--- src/charger_regs_pkg.sv ---
// Shared constants and carrier types for the charger status and control register bank.
package charger_regs_pkg;

   // Register offsets as seen in the register address byte.
   localparam logic [7:0] REG_STATUS_ADDR = 8'h00;
   localparam logic [7:0] REG_CONTROL_ADDR = 8'h01;

   // Value returned for any register offset that this bank does not hold.
   localparam logic [7:0] UNMAPPED_READ = 8'hFF;

   // Fixed seven-bit slave address.
   localparam logic [6:0] SLAVE_ADDR = 7'h6A;

   // Field positions and reset values of the status/control register.
   localparam int TIMER_KICK_BIT = 7;
   localparam int STAT_EN_BIT = 6;
   localparam logic STAT_EN_RESET = 1'b1;

   // Reset value of the operating control register.
   localparam logic [7:0] CONTROL_RESET = 8'h30;

   // Fault codes with a special meaning in this bank.
   localparam logic [2:0] FAULT_NORMAL = 3'h0;
   localparam logic [2:0] FAULT_BOOST_UNUSED = 3'h7;

   // Charge state codes.
   localparam logic [1:0] CHG_READY = 2'h0;
   localparam logic [1:0] CHG_IN_PROGRESS = 2'h1;
   localparam logic [1:0] CHG_DONE = 2'h2;
   localparam logic [1:0] CHG_FAULT = 2'h3;

   // Input current limit codes.
   localparam logic [1:0] ILIM_100MA = 2'h0;
   localparam logic [1:0] ILIM_500MA = 2'h1;
   localparam logic [1:0] ILIM_800MA = 2'h2;
   localparam logic [1:0] ILIM_NONE = 2'h3;

   // Weak battery threshold: base and step sizes in millivolts.
   localparam int WEAK_BATT_BASE_MV = 3400;
   localparam int WEAK_BATT_LSB_MV = 100;

   // Bits in one serial byte, counted before the acknowledge slot.
   localparam logic [3:0] BYTE_BITS = 4'h8;

   // Live charger condition reported by the analog side, same clock domain.
   typedef struct packed {
      logic [1:0] charge_state;
      logic boost;
      logic [2:0] fault;
   } charger_status_t;

   // Operating control, laid out exactly as the register bits 7 down to 0.
   typedef struct packed {
      logic [1:0] input_limit;
      logic weak_battery_thresh_msb;
      logic weak_battery_thresh_lsb;
      logic termination_enable;
      logic charger_disable;
      logic high_impedance_select;
      logic operating_mode_select;
   } charger_control_t;

endpackage

--- src/charger_status_control_registers.sv ---
// Serial slave front end for the charger status and control register bank.
`timescale 1ns/1ps
// Behaviour
// - Writing one to offset 0 bit 7 kicks the safety timer; the bit self-clears.
// - Reading offset 0 bit 7 returns the present on-the-go pin level.
// - Offset 0 bit 6 is read/write indicator-pin enable, default one.
// - Offset 0 bits 5:4 report ready, charging, done or fault.
// - Offset 0 bit 3 reads one only while in boost mode.
// - In charge mode offset 0 bits 2:0 carry the eight charge fault codes.
// - In boost mode bits 2:0 carry boost fault codes; code seven is unused.
// - After reset offset 0 reads bit 6 set and bit 3 clear.
// - Offset 1 bits 7:6 select 100, 500, 800 mA or no input limit.
// - Offset 1 bits 5:4 add 200 and 100 mV to a 3.4 V threshold.
// - Offset 1 bit 3 enables low-current termination, default zero.
// - Offset 1 bit 2 disables the charger when one, default zero.
// - Offset 1 bit 1 selects high-impedance mode when one, default zero.
// - Offset 1 bit 0 selects boost when one, charger when zero.
// - Offset 1 resets to 0x30.
// - Answer only the fixed seven-bit address; the master uses seven-bit addressing.
// - Reading an unimplemented offset returns 0xFF.
// - A write lands on the falling edge ending its data acknowledge.
module charger_status_control_registers #(
   parameter logic [6:0] DEV_ADDR = charger_regs_pkg::SLAVE_ADDR
) (
   input wire logic i_clk,
   input wire logic i_resetn,
   input wire logic i_scl,
   input wire logic i_sda,
   output logic o_sda_out,
   output logic o_sda_oe,
   input wire logic i_on_the_go_pin,
   input wire charger_regs_pkg::charger_status_t i_status,
   output charger_regs_pkg::charger_control_t o_control,
   output logic o_stat_pin_enable,
   output logic o_timer_kick
);
   import charger_regs_pkg::*;

   // Reserved serial addresses cannot be served by this slave.
   if (DEV_ADDR < 7'h08 || DEV_ADDR > 7'h77) begin : g_bad_addr
      $error("slave address lies in a reserved range");
   end

   // Byte-level position within a transfer.
   typedef enum logic [3:0] {
      ST_IDLE,
      ST_ADDR,
      ST_ACK_ADDR,
      ST_REG,
      ST_ACK_REG,
      ST_WDATA,
      ST_ACK_WDATA,
      ST_RDATA,
      ST_ACK_RDATA
   } bus_state_t;

   bus_state_t state_q;
   bus_state_t state_d;
   logic [3:0] cnt_q;
   logic [3:0] cnt_d;
   logic [7:0] shift_q;
   logic [7:0] shift_d;
   logic [7:0] ptr_q;
   logic [7:0] ptr_d;
   logic oe_q;
   logic oe_d;
   logic rw_q;
   logic rw_d;
   logic nack_q;
   logic nack_d;
   logic wr_en;

   logic [2:0] pins_s;
   logic scl_s;
   logic sda_s;
   logic otg_s;
   logic scl_prev_q;
   logic sda_prev_q;
   logic scl_rise;
   logic scl_fall;
   logic start_cond;
   logic stop_cond;
   logic byte_done;
   logic addr_match;
   logic [7:0] rd_data;

   // The bus clock is sampled like any pin: the slave runs wholly on i_clk,
   // trading a bus rate ceiling for a single clock domain.
   pin_sync #(
      .WIDTH(3),
      .IDLE(3'h7)
   ) u_pin_sync (
      .i_clk(i_clk),
      .i_resetn(i_resetn),
      .i_async({i_on_the_go_pin, i_sda, i_scl}),
      .o_sync(pins_s)
   );

   // Named views of the synchronised pins.
   assign scl_s = pins_s[0];
   assign sda_s = pins_s[1];
   assign otg_s = pins_s[2];

   // Previous levels for edge and condition detection; idle bus is high.
   always_ff @(posedge i_clk or negedge i_resetn) begin
      if (!i_resetn) begin
         scl_prev_q <= 1'b1;
         sda_prev_q <= 1'b1;
      end else begin
         scl_prev_q <= scl_s;
         sda_prev_q <= sda_s;
      end
   end

   // Clock edges and start/stop conditions. A data change while the clock
   // is high is always a condition, never data, so the master must keep the
   // data line still during the high phase.
   assign scl_rise = scl_s && !scl_prev_q;
   assign scl_fall = !scl_s && scl_prev_q;
   assign start_cond = scl_s && scl_prev_q && sda_prev_q && !sda_s;
   assign stop_cond = scl_s && scl_prev_q && !sda_prev_q && sda_s;

   // Byte completion and address comparison.
   assign byte_done = (cnt_q == BYTE_BITS);
   assign addr_match = (shift_q[7:1] == DEV_ADDR);

   // Transfer sequencing. Data is sampled on rising clock edges; the slave
   // changes its own drive only on falling edges so the line is stable while
   // the clock is high.
   always_comb begin
      state_d = state_q;
      cnt_d = cnt_q;
      shift_d = shift_q;
      ptr_d = ptr_q;
      oe_d = oe_q;
      rw_d = rw_q;
      nack_d = nack_q;
      wr_en = 1'b0;
      if (stop_cond) begin
         // A stop always releases the bus, whatever the slave was doing.
         state_d = ST_IDLE;
         oe_d = 1'b0;
      end else if (start_cond) begin
         // Start and repeated start both restart address reception.
         state_d = ST_ADDR;
         cnt_d = '0;
         oe_d = 1'b0;
      end else if (scl_rise) begin
         case (state_q)
            ST_ADDR, ST_REG, ST_WDATA: begin
               shift_d = {shift_q[6:0], sda_s};
               cnt_d = cnt_q + 4'h1;
            end
            ST_RDATA: begin
               cnt_d = cnt_q + 4'h1;
            end
            ST_ACK_RDATA: begin
               nack_d = sda_s;
            end
            default: begin
            end
         endcase
      end else if (scl_fall) begin
         case (state_q)
            ST_ADDR: begin
               if (byte_done) begin
                  // Foreign addresses, including a high-speed master code,
                  // get no acknowledge and are ignored to the next condition.
                  if (addr_match) begin
                     state_d = ST_ACK_ADDR;
                     oe_d = 1'b1;
                     rw_d = shift_q[0];
                  end else begin
                     state_d = ST_IDLE;
                  end
               end
            end
            ST_ACK_ADDR: begin
               cnt_d = '0;
               if (rw_q) begin
                  state_d = ST_RDATA;
                  shift_d = rd_data;
                  oe_d = !rd_data[7];
               end else begin
                  state_d = ST_REG;
                  oe_d = 1'b0;
               end
            end
            ST_REG: begin
               if (byte_done) begin
                  ptr_d = shift_q;
                  state_d = ST_ACK_REG;
                  oe_d = 1'b1;
               end
            end
            ST_ACK_REG: begin
               state_d = ST_WDATA;
               cnt_d = '0;
               oe_d = 1'b0;
            end
            ST_WDATA: begin
               if (byte_done) begin
                  state_d = ST_ACK_WDATA;
                  oe_d = 1'b1;
               end
            end
            ST_ACK_WDATA: begin
               // The update lands as the acknowledge ends; the next byte is a
               // fresh register offset, so back-to-back updates need no start.
               wr_en = 1'b1;
               state_d = ST_REG;
               cnt_d = '0;
               oe_d = 1'b0;
            end
            ST_RDATA: begin
               if (byte_done) begin
                  state_d = ST_ACK_RDATA;
                  oe_d = 1'b0;
               end else begin
                  shift_d = {shift_q[6:0], 1'b0};
                  oe_d = !shift_q[6];
               end
            end
            ST_ACK_RDATA: begin
               // The pointer does not advance: repeated reads return the same
               // offset with its value freshly sampled.
               if (nack_q) begin
                  state_d = ST_IDLE;
               end else begin
                  state_d = ST_RDATA;
                  cnt_d = '0;
                  shift_d = rd_data;
                  oe_d = !rd_data[7];
               end
            end
            default: begin
               state_d = ST_IDLE;
            end
         endcase
      end
   end

   // Sequencer state.
   always_ff @(posedge i_clk or negedge i_resetn) begin
      if (!i_resetn) begin
         state_q <= ST_IDLE;
         cnt_q <= '0;
         shift_q <= '0;
         ptr_q <= REG_STATUS_ADDR;
         oe_q <= 1'b0;
         rw_q <= 1'b0;
         nack_q <= 1'b0;
      end else begin
         state_q <= state_d;
         cnt_q <= cnt_d;
         shift_q <= shift_d;
         ptr_q <= ptr_d;
         oe_q <= oe_d;
         rw_q <= rw_d;
         nack_q <= nack_d;
      end
   end

   // Register storage and read selection; the write data is the byte just
   // received, which stays in the shift register through the acknowledge.
   charger_reg_bank u_reg_bank (
      .i_clk(i_clk),
      .i_resetn(i_resetn),
      .i_wr_en(wr_en),
      .i_addr(ptr_q),
      .i_wr_data(shift_q),
      .i_otg_level(otg_s),
      .i_status(i_status),
      .o_rd_data(rd_data),
      .o_control(o_control),
      .o_stat_pin_enable(o_stat_pin_enable),
      .o_timer_kick(o_timer_kick)
   );

   // Open-drain data line: the slave only ever pulls low.
   assign o_sda_out = 1'b0;
   assign o_sda_oe = oe_q;
endmodule // charger_status_control_registers

--- src/pin_sync.sv ---
// Two-flop synchroniser for a group of asynchronous pins.
`timescale 1ns/1ps
module pin_sync #(
   parameter int WIDTH = 1,
   parameter logic [WIDTH-1:0] IDLE = '1
) (
   input wire logic i_clk,
   input wire logic i_resetn,
   input wire logic [WIDTH-1:0] i_async,
   output logic [WIDTH-1:0] o_sync
);
   if (WIDTH < 1) begin : g_bad_width
      $error("pin_sync needs at least one bit");
   end

   // The first stage is read only by the second stage of the same bit.
   for (genvar b = 0; b < WIDTH; b++) begin : g_bit
      logic meta_q;
      always_ff @(posedge i_clk or negedge i_resetn) begin
         if (!i_resetn) begin
            meta_q <= IDLE[b];
            o_sync[b] <= IDLE[b];
         end else begin
            meta_q <= i_async[b];
            o_sync[b] <= meta_q;
         end
      end
   end
endmodule // pin_sync

--- src/charger_reg_bank.sv ---
// Storage, read selection and side effects of the two charger registers.
`timescale 1ns/1ps
module charger_reg_bank (
   input wire logic i_clk,
   input wire logic i_resetn,
   input wire logic i_wr_en,
   input wire logic [7:0] i_addr,
   input wire logic [7:0] i_wr_data,
   input wire logic i_otg_level,
   input wire charger_regs_pkg::charger_status_t i_status,
   output logic [7:0] o_rd_data,
   output charger_regs_pkg::charger_control_t o_control,
   output logic o_stat_pin_enable,
   output logic o_timer_kick
);
   import charger_regs_pkg::*;

   charger_status_t status_q;
   logic [2:0] fault_shown;
   logic [7:0] status_word;
   logic hit_status;
   logic hit_control;

   // Address decode for the two implemented offsets.
   assign hit_status = (i_addr == REG_STATUS_ADDR);
   assign hit_control = (i_addr == REG_CONTROL_ADDR);

   // The unused boost-mode code reads as normal rather than a false fault.
   assign fault_shown = (status_q.boost && status_q.fault == FAULT_BOOST_UNUSED) ?
      FAULT_NORMAL : status_q.fault;

   // Bit 7 reads the pin, never the kick request.
   assign status_word = {i_otg_level, o_stat_pin_enable, status_q.charge_state,
      status_q.boost, fault_shown};

   // Read selection; any other offset answers all ones.
   assign o_rd_data = hit_status ? status_word :
      (hit_control ? o_control : UNMAPPED_READ);

   // Status snapshot starts clear, so boost reads zero until the charger reports it.
   always_ff @(posedge i_clk or negedge i_resetn) begin
      if (!i_resetn) begin
         status_q <= '0;
      end else begin
         status_q <= i_status;
      end
   end

   // Only the indicator enable is stored at offset 0; read-only bits drop writes.
   always_ff @(posedge i_clk or negedge i_resetn) begin
      if (!i_resetn) begin
         o_stat_pin_enable <= STAT_EN_RESET;
         o_control <= CONTROL_RESET;
         o_timer_kick <= 1'b0;
      end else begin
         o_timer_kick <= i_wr_en && hit_status && i_wr_data[TIMER_KICK_BIT];
         if (i_wr_en && hit_status) begin
            o_stat_pin_enable <= i_wr_data[STAT_EN_BIT];
         end
         if (i_wr_en && hit_control) begin
            o_control <= i_wr_data;
         end
      end
   end
endmodule // charger_reg_bank

--- config.mk ---
export PLATFORM = sky130hd
export DESIGN_NAME = charger_status_control_registers
export DESIGN_NICKNAME = d
export VERILOG_FILES = /design/src/charger_regs_pkg.sv /design/src/charger_status_control_registers.sv /design/src/pin_sync.sv /design/src/charger_reg_bank.sv
export SDC_FILE = /design/constraint.sdc
export NUM_CORES = 1
export LEC_CHECK = 0
export BUFFER_PORTS_ARGS = -buffer_cell sky130_fd_sc_hd__buf_2
export CAP_MARGIN = 20
export CORE_ASPECT_RATIO = 1.2
export CORE_MARGIN = 5
export CORE_UTILIZATION = 55
export CTS_CLUSTER_DIAMETER = 40
export DETAILED_ROUTE_END_ITERATION = 8
export GPL_TIMING_DRIVEN = 0
export PLACE_DENSITY_LB_ADDON = 0.3
export SLEW_MARGIN = 30
export SYNTH_ARGS = -nofsm -noshare
export SYNTH_HDL_FRONTEND = slang
export SYNTH_SLANG_ARGS = --single-unit
--- constraint.sdc ---
create_clock -name i_clk -period 2.2 [get_ports i_clk]
set_input_delay 0.44 -clock i_clk [delete_from_list [all_inputs] [get_ports i_clk]]
set_output_delay 0.44 -clock i_clk [all_outputs]
set_load 0.01 [all_outputs]
---- Word level (Yosys, flattened, before mapping) ----
Cells that the tools add are included.
word-level totals
  bits in registers ....................... 51
  output and inout bits ................... 12
operators by class
  bitwise logic cells ..................... 3
  $add $sub $neg .......................... 1
  reductions and logical operators ........ 36
  multiplexer cells ....................... 44
  equal/unequal tests ..................... 26
operators with widths
  kind                                                                   count
  8-bit two-way mux                                                      8
  4-bit two-way mux                                                      13
  4-bit case mux with 8 select lines                                     1
  4-bit != test, second input constant                                   7
  8-bit case mux with 3 select lines                                     1
  4-bit by 3-bit equality test with 1-bit output, second input constant  4
  1-bit two-way mux                                                      15
  7-bit AND reduction                                                    2
  6-bit AND reduction                                                    2
  1-bit logical AND                                                      11
  3-bit two-way mux                                                      3
  3-bit != test, second input constant                                   3
  4-bit by 2-bit equality test with 1-bit output, second input constant  2
  4-bit equality test, second input constant                             2
  8-bit by 1-bit equality test with 1-bit output, second input constant  1
  8-bit logical NOT                                                      1
  4-bit case mux with 2 select lines                                     1
  8-bit AND reduction                                                    1
  4-bit nonzero test                                                     2
  8-bit nonzero test                                                     1
  7-bit equality test, second input constant                             1
  1-bit logical NOT                                                      6
  1-bit case mux with 6 select lines                                     1
  3-bit nonzero test                                                     2
  other kinds (15)                                                       19

---- Longest topological paths before layout ----
Gate-level depths: netlist of the first run.
  depth in word-level cells ............... 11
  depth in mapped cells ................... 8
  mapped depth without buffers ............ 7

---- Modules after synthesis ----
Synthesis of the first run repeated with hierarchy kept, for this count alone.
unflattened totals
  cell total of the unflattened synthesis .. 236
  area total of the unflattened synthesis .. 2715.1 um^2
modules (own cells, without submodules)
  module                            area an instance (um^2)  cells an instance  instances  sequential area each (um^2)
  charger_status_control_registers  1834.3                   181                1          728.2
  charger_reg_bank                  723.2                    49                 1          404.1
  pin_sync                          157.7                    6                  1          157.7

---- Least setup slack after synthesis of the first run ----
Ideal clock, no wire load.
  path kind ............................... reg-to-reg
  from .................................... reg scl_prev_q
  to ...................................... reg, netlist name u_reg_bank.o_control[0]
  stages on the path, launching flop included .. 9
  buffers on the path ..................... 1
  arrival ................................. 1826 ps
  library setup time ...................... 125 ps
  required time ........................... 2075 ps
  setup slack ............................. 249 ps
  path through ............................ dfstp_2 inv_1 ha_1 nor2b_1 nand3_1 inv_1 and4_1 buf_2 mux2_2
on the way
  word-level cells in the longest chain between the ends .. 6
  elaborated cells between the ends (all ways) .. 13
  classes of those cells .................. mux: 4; reduce/logical: 9
RTL lines
  item                                                           line                                                                              RTL
  start: declaration                                             charger_status_control_registers.sv:77                                            logic scl_prev_q;
  start signal: assignment                                       charger_status_control_registers.sv:110                                           scl_prev_q <= scl_s;
  1-bit logical AND, or another cell as far along                charger_status_control_registers.sv:119                                           assign scl_fall = !scl_s && scl_prev_q;
  1-bit two-way mux, or another cell as far along                charger_status_control_registers.sv:163                                           end else if (scl_fall) begin
  1-bit two-way mux / 1-bit logical AND (equally long branches)  charger_status_control_registers.sv:148, charger_status_control_registers.sv:120
  1-bit two-way mux                                              charger_status_control_registers.sv:143                                           end else if (start_cond) begin
  1-bit two-way mux (*)                                          charger_status_control_registers.sv:139                                           if (stop_cond) begin
  1-bit logical AND (*)                                          charger_reg_bank.sv:60                                                            if (i_wr_en && hit_control) begin
Mark *: on every way between the ends. The rest lies on a longest branch, timed or not.
A chain may end at the register's enable or synchronous reset.

---- Final worst setup path of the first run ----
  from .................................... reg scl_prev_q
  to ...................................... reg, netlist name u_reg_bank.o_control[0]
on the way
  word-level cells in the longest chain between the ends .. 6
  elaborated cells between the ends (all ways) .. 13
  classes of those cells .................. mux: 4; reduce/logical: 9
RTL lines
  item                                                           line
  1-bit logical AND, or another cell as far along                charger_status_control_registers.sv:119
  1-bit two-way mux, or another cell as far along                charger_status_control_registers.sv:163
  1-bit two-way mux / 1-bit logical AND (equally long branches)  charger_status_control_registers.sv:148, charger_status_control_registers.sv:120
  1-bit two-way mux                                              charger_status_control_registers.sv:143
  1-bit two-way mux (*)                                          charger_status_control_registers.sv:139
  1-bit logical AND (*)                                          charger_reg_bank.sv:60
Marks and branches as above.

==> results.sh, run 1 <==
export IMPL_finalHoldViolations=0
export IMPL_yosys_warnings=0
export IMPL_cts_buffers=5
export IMPL_required_ns=2.40
export IMPL_startpoint_type="register"
export IMPL_async_flop_share=1.00
export IMPL_die_area_sq_um=6250
export IMPL_worstMarginPinSlew_ns=0.620
export IMPL_yosys_cell_types_count=56
export IMPL_maxCapViolCount=0
export IMPL_synth_top_family_by_area="simple AND/OR/NAND/NOR gates"
export IMPL_dr_wl_met3_um=189
export IMPL_syn_inst=233
export IMPL_drtIter0Drc=132
export IMPL_synth_top_area_frac=0.382
export IMPL_yosysSeqAreaShare=0.492
export IMPL_cts_root_buf="clkbuf_8"
export IMPL_synth_area_sq_um=2620
export IMPL_reg2reg_depth=8
export IMPL_synthSimpleGateAreaFrac=0.171
export IMPL_grt_pass1_wl_mm=9.32
export IMPL_drt_total_wl_mm=5.49
export IMPL_n_antenna_cell=0
export IMPL_antenna_left=0
export IMPL_route_met2_wl_mm=2.75
export IMPL_vias=1869
export IMPL_core_area_sq_um=4590
export IMPL_cts_sinks=51
export IMPL_final_nets=277
export IMPL_htree_levels=2
export IMPL_post_route_min_period_ns=2.17
export IMPL_clk_latency_ns=0.31
export IMPL_grt_pass1_vias=1925
export IMPL_end_kind="register"
export IMPL_grt_max_degree=52
export IMPL_ys_ff_latch=51
export IMPL_holdCritPathClass="input port to asynchronous set/reset pin"
export IMPL_finClkSkew_ns=0.00765
export IMPL_cts_hold_buf=0
export IMPL_synthTopCellsByArea="dfrtp_1 38%, dfstp_2 11%, mux2_2 8.2%"
export IMPL_post_cts_setup_buffer_count=0
export IMPL_dieWidth_um=73.0
export IMPL_path_clk_slew_ns=0.10
export IMPL_area_delta_synth_final_pct=10.7
export IMPL_layout_drive_gt1_share=0.321
export IMPL_gp_congestion=0.897
export IMPL_ir_worst_vdd_mv=0.564
export IMPL_initial_core_util=0.571
export IMPL_synth_edf_count=0
export IMPL_worstPathMaxFanout=8
export IMPL_worst_ep_arrival_time_ns=2.37
export IMPL_p_per_area_nw_per_um2=721
export IMPL_boundaryPins=23
export IMPL_viasPerCell=5.84
export IMPL_synth_compound_area_frac=0.137
export IMPL_fmax_mhz=460
export IMPL_routedWlPerCell_um=17.2
export IMPL_drcViolationCount=0
export IMPL_post_synth_top_count_cell="dfrtp_1"
export IMPL_cts_tree="done"
export IMPL_yosysTopAreaCell="dfrtp_1"
export IMPL_power_leakage_nw=1.39
export IMPL_synth_fa_ha_area_frac=0.0239
export IMPL_dr_pass1_iters=4
export IMPL_syn_area_per_cell_sq_um=11.3
export IMPL_crit_type="register to register"
export IMPL_met1Wirelength_mm=2.36
export IMPL_synthFlopType="dfrtp_1"
export IMPL_synth_xor_xnor_area_share=0.00334
export IMPL_synthMuxAreaShare=0.139
export IMPL_min_period_over_period=0.988
export IMPL_dr_max_layer_used="met4"
export IMPL_maxSlewHeadroom=0.587
export IMPL_io_buffers=21
export IMPL_overflow=0
export IMPL_num_rows=27
export IMPL_final_util=0.632
export IMPL_grt_util_all_layers=0.191
export IMPL_hpwlAfterDp_mm=3.90
export IMPL_clockBufferDepth=2
export IMPL_outcome="finished clean"
export IMPL_rsz0062_at_grt="true"
export IMPL_setup_viol=0
export IMPL_synthTopCellsByCount="40 x dfrtp_1, 20 x nor2_1, 19 x mux2_2"
export IMPL_syn_num_nets=249
export IMPL_drv_slew=0
export IMPL_layout_cells_non_filler=320
export IMPL_fillers=404
export IMPL_die_height_um=85.6
export IMPL_grt_antenna_before_repair=0
export IMPL_placed_cells=312
-- placed cells by master (no fill, tap or decap), drive strengths merged, types with 5 or more instances in the layout --
cell and count:
dfstp 11, nand2b 5, mux2 25, a21oi 12, nand3 11, inv 9, buf 30, nor3 6
nor2 20, ha 5, dfrtp 40, nand2 16, mux2i 6, clkbuf 7, nor2b 6, o21ai 6
-- registers in the layout, summed over array words and instances (netlist names) --
signal and cells:
o_sda_oe 1, state_q 4, rw_q 1, u_pin_sync.g_bit.meta_q 3, u_reg_bank.o_stat_pin_enable 1, u_reg_bank.o_control 8, u_reg_bank.o_timer_kick 1, shift_q 8
nack_q 1, u_reg_bank.status_q 6, u_pin_sync.o_sync 3, scl_prev_q 1, sda_prev_q 1, ptr_q 8, cnt_q 4
-- path summary, 6_finish.rpt --
path                                                            from                                    to  slack (ns)
min in group i_clk                                   i_on_the_go_pin  u_pin_sync.g_bit[2].meta_q$_DFF_PN1_        0.22
worst max-delay path                            scl_prev_q$_DFF_PN1_   u_reg_bank.o_control[0]$_DFFE_PN0P_        0.03
max in group asynchronous                                   i_resetn                  ptr_q[6]$_DFFE_PN0P_        1.64
worst min-delay path                                        i_resetn                  cnt_q[1]$_DFFE_PN0P_        0.14
worst min register to register  u_pin_sync.g_bit[0].meta_q$_DFF_PN1_        u_pin_sync.o_sync[0]$_DFF_PN1_        0.36
worst max register to register                  scl_prev_q$_DFF_PN1_   u_reg_bank.o_control[0]$_DFFE_PN0P_        0.03
-- report_power, final --
part           total [W]  switching (W)  internal (W)
sequential       0.00118       0.000139       0.00104
clock           0.000553       0.000324      0.000229
combinational   0.000357       0.000176      0.000182
-- metrics by stage --
stage	instance area, sq um	hold WS [ns]	TNS (ns)	worst slack [ns]	power [W]
floorplan	2620	0.144	0	0.249	0.00142
global placement	2800	0.346	-0.205	-0.0375	0.00154
detailed placement	2800	0.351	-0.579	-0.0864	0.00155
CTS	2900	0.165	0	0.0148	0.00210
global route	2900	0.191	-0.660	-0.0517	0.00220
finish	2900	0.140	0	0.0264	0.00209
-- layout make-up --
class | instances | area (sq um) | area share
multi-input cells | 164 | 1260 | 0.433
flip-flops and latches | 51 | 1290 | 0.444
clock buffers | 6 | 72.6 | 0.0250
inverters | 8 | 30.0 | 0.0103
plain buffers | 10 | 57.6 | 0.0198
repair buffers | 21 | 108 | 0.0371
clock inverters | 2 | 16.3 | 0.00560
well taps | 58 | 72.6 | 0.0250
-- metal layers --
metal | track usage | vias to the layer above
met2 | 0.323 | 42
li1 | - | 895
met1 | 0.235 | 917
met3 | 0.0363 | 15
met4 | 0.0805 | 0
met5 | 0 | -
-- cells by family (layout without fill, tap and decap cells) --
kind of cell | count (synthesis) | count (layout)
AOI/OAI and AO/OA | 45 | 45
xor gates and xnor gates | 1 | 1
adders and majority gates | 5 | 5
buffers and inverters | 18 | 47
DFF | 51 | 51
muxes | 31 | 31
other | 1 | 1
and+or+nand+nor | 81 | 81
-- what timing repair did --
action,4_1_cts,5_1_grt
cloned,0,0
setup endpoints to repair,8,19
resized for setup,2,2
-- worst max-delay path: stages (launching register included) --
cell     delay [ns]
dfstp_2        0.56
inv_1          0.04
ha_1           0.24
nor2b_2        0.22
nand3_1        0.13
inv_1          0.11
and4_1         0.22
buf_4          0.20
mux2_2         0.34
No activity file was read; power rests on OpenSTA's default activity.
==> run 2: changes to the inputs <==
--- a/config.mk
+++ b/config.mk
@@ -5,11 +5,12 @@
 export SDC_FILE = /design/constraint.sdc
 export NUM_CORES = 1
 export LEC_CHECK = 0
+export ABC_AREA = 1
 export BUFFER_PORTS_ARGS = -buffer_cell sky130_fd_sc_hd__buf_2
 export CAP_MARGIN = 20
 export CORE_ASPECT_RATIO = 1.2
 export CORE_MARGIN = 5
-export CORE_UTILIZATION = 55
+export CORE_UTILIZATION = 53
 export CTS_CLUSTER_DIAMETER = 40
 export DETAILED_ROUTE_END_ITERATION = 8
 export GPL_TIMING_DRIVEN = 0
==> constraint.sdc (replaced) <==
create_clock -name i_clk -period 1.8 [get_ports i_clk]
set_input_delay 0.36 -clock i_clk [delete_from_list [all_inputs] [get_ports i_clk]]
set_output_delay 0.36 -clock i_clk [all_outputs]
set_load 0.01 [all_outputs]
==> run 2 against run 1 <==
Compared with the run above: critical path type unchanged; largest cell class is now multi-input combinational cells; wire length is 9.7% higher; global-route usage down 0.29 points; via count grew 21%; maximum frequency increased by 23%; highest routed layer unchanged; register-to-register slack hardly changed; design area grew 14%; largest power group unchanged; count of clock-buffer cells in the layout is 1 higher; clock skew is essentially flat.
==> results.sh, run 2 <==
export IMPL_async_flop_share=1.00
export IMPL_syn_area_per_cell_sq_um=8.30
export IMPL_multiInputGateArea_sq_um=1370
export IMPL_worst_ep_arrival_time_ns=2.02
export IMPL_yosys_warnings=0
export IMPL_fillers=404
export IMPL_grt_pass1_wl_mm=9.62
export IMPL_crit_type="register to register"
export IMPL_final_nets=389
export IMPL_synth_top_area_frac=0.369
export IMPL_layout_setup_ws_ns=0.0297
export IMPL_post_synth_top_count_cell="nand2_1"
export IMPL_power_switching_w=0.000671
export IMPL_grt_max_degree=52
export IMPL_hpwlAfterDp_mm=4.12
export IMPL_ys_ff_latch=51
export IMPL_finClkSkew_ns=0.00813
export IMPL_synthFlopType="dfrtp_1"
export IMPL_grt_util_all_layers=0.188
export IMPL_end_kind="register"
export IMPL_post_route_min_period_ns=1.77
export IMPL_outcome="finished clean"
export IMPL_gp_congestion=0.876
export IMPL_power_frac_seq=0.552
export IMPL_maxSlewHeadroom=0.594
export IMPL_yosysTopAreaCell="dfrtp_1"
export IMPL_cts_tree="done"
export IMPL_synthTopCellsByCount="93 x nand2_1, 40 x dfrtp_1, 29 x inv_1"
export IMPL_required_ns=2.05
export IMPL_die_area_sq_um=6660
export IMPL_drv_slew=0
export IMPL_antenna_left=0
export IMPL_area_delta_synth_final_pct=22.0
export IMPL_power_switching_fraction=0.286
export IMPL_holdCritPathClass="input port to asynchronous set/reset pin"
export IMPL_overflow=0
export IMPL_initial_core_util=0.550
export IMPL_dr_pass1_iters=5
export IMPL_drt_total_wl_mm=6.02
export IMPL_fmax_mhz=565
export IMPL_maxCapViolCount=0
export IMPL_syn_inst=327
export IMPL_routedWlPerCell_um=13.9
export IMPL_cts_sinks=51
export IMPL_p_clk_frac=0.294
export IMPL_final_util=0.671
export IMPL_dieWidth_um=75.3
export IMPL_synth_area_sq_um=2720
export IMPL_setup_viol=0
export IMPL_num_rows=28
export IMPL_layout_cells_non_filler=434
export IMPL_regArea_sq_um=1290
export IMPL_startpoint_type="register"
export IMPL_cts_buffers=5
export IMPL_n_antenna_cell=0
export IMPL_cts_hold_buf=0
export IMPL_die_height_um=88.4
export IMPL_grt_pass1_vias=2126
export IMPL_yosysSeqAreaShare=0.475
export IMPL_power_leakage_nw=1.64
export IMPL_p_comb_frac=0.154
export IMPL_synth_edf_count=0
export IMPL_reg_top3="ptr_q (8), shift_q (8), u_reg_bank.o_control (8)"
export IMPL_placed_cells=408
export IMPL_p_per_area_nw_per_um2=708
export IMPL_boundaryPins=23
export IMPL_vias=2270
export IMPL_cts_root_buf="clkbuf_8"
export IMPL_core_area_sq_um=4940
export IMPL_min_period_over_period=0.984
export IMPL_finalHoldViolations=0
export IMPL_synthTopCellsByArea="dfrtp_1 37%, nand2_1 13%, dfstp_2 11%"
export IMPL_drcViolationCount=0
export IMPL_yosys_cell_types_count=37
export IMPL_htree_levels=2
export IMPL_clk_latency_ns=0.31
export IMPL_clockBufferDepth=2
export IMPL_worstMarginPinSlew_ns=0.609
export IMPL_drtIter0Drc=127
export IMPL_path_clk_slew_ns=0.09
export IMPL_ir_worst_vdd_mv=0.416
export IMPL_p_int_w=0.00168
export IMPL_io_buffers=21
export IMPL_place_ws_ns=-0.152
export IMPL_final_common_cell="nand2_1"
export IMPL_final_cell_mix="88 x nand2_1, 40 x dfrtp_1, 28 x inv_1"
export IMPL_worstPathMaxFanout=8
export IMPL_rsz0062_at_grt="true"
export IMPL_syn_num_nets=343
export IMPL_viasPerCell=5.23
export IMPL_grt_antenna_before_repair=0
export IMPL_layout_drive_gt1_share=0.348
==> run 2: worst max-delay path, stage by stage, from the launching register on <==
cell     delay (ns)
dfstp_2        0.61
ha_4           0.19
inv_4          0.04
buf_6          0.12
nand4_1        0.13
nand3_2        0.11
a21oi_4        0.17
nand2_4        0.12
inv_8          0.11
nand2_4        0.05
nand2_2        0.06
==> run 2: cell families (layout without fill, tap and decap cells) <==
logic type | after synthesis | count (layout) | synth area share
buffers and inverters | 44 | 90 | 0.0696
other | 1 | 1 | 0.00138
AO/OA/AOI/OAI | 50 | 50 | 0.110
flip-flops | 51 | 51 | 0.475
adder cells (fa/ha/maj) | 5 | 5 | 0.0230
AND/OR/NAND/NOR | 176 | 177 | 0.321
==> run 2: power groups by stage <==
| stage | logic (W) | registers, W | clock network [W] |
|---|---|---|---|
| after CTS | 0.000300 | 0.00129 | 0.000712 |
| final | 0.000362 | 0.00130 | 0.000689 |
| after global routing | 0.000406 | 0.00131 | 0.000755 |
| after floorplan | 0.000202 | 0.00130 | 0 |
| after detailed placement | 0.000296 | 0.00132 | 0 |
| after global placement | 0.000290 | 0.00131 | 0 |
==> run 2: final cells by class <==
type	count	area share
sequential	51	0.389
inverter	40	0.0514
tap	60	0.0227
multi-input combinational	233	0.412
clock inverter	1	0.00264
clock buffer	7	0.0261
timing repair buffer	38	0.0846
buffer	4	0.0113
==> run 2: per-stage QoR <==
stage / setup TNS [ns] / instance area (sq um) / hold WS [ns] / power (W)
finish: 0 / 3310 / 0.0561 / 0.00235
global route: -0.687 / 3310 / 0.109 / 0.00247
CTS: -0.0637 / 3040 / 0.0782 / 0.00231
detailed placement: -1.80 / 2900 / 0.348 / 0.00161
global placement: -1.48 / 2900 / 0.347 / 0.00160
floorplan: 0 / 2720 / 0.0644 / 0.00150
==> run 2: final timing paths <==
path	start	to	slack (ns)	depth (start not counted)
hold reg to reg	u_pin_sync.g_bit[0].meta_q$_DFF_PN1_	u_pin_sync.o_sync[0]$_DFF_PN1_	0.36	0
setup / recovery	u_pin_sync.o_sync[0]$_DFF_PN1_	shift_q[6]$_DFFE_PN0P_	0.03	10
setup reg to reg	u_pin_sync.o_sync[0]$_DFF_PN1_	shift_q[6]$_DFFE_PN0P_	0.03	10
min in group i_clk	i_sda	u_pin_sync.g_bit[1].meta_q$_DFF_PN1_	0.14	1
max in group asynchronous	i_resetn	o_sda_oe$_DFFE_PN0P_	1.33	1
hold / removal	i_resetn	cnt_q[1]$_DFFE_PN0P_	0.06	1
==> run 2: layer usage <==
metal  share of wire  track usage  up-vias  wire, um
met5               0            0        -         0
met4           0.031       0.0827        0       189
met1            0.41        0.242     1048      2500
met3           0.042       0.0273       21       254
li1                -            -     1141         -
met2            0.51        0.312       60      3080
==> run 2: timing repair <==
item	CTS	global route
pin swaps	2	14
gates resized for setup	5	30
gates cloned	0	1
endpoints found under the hold margin	0	0
endpoints found under the setup margin	20	24
buffers inserted	2	15
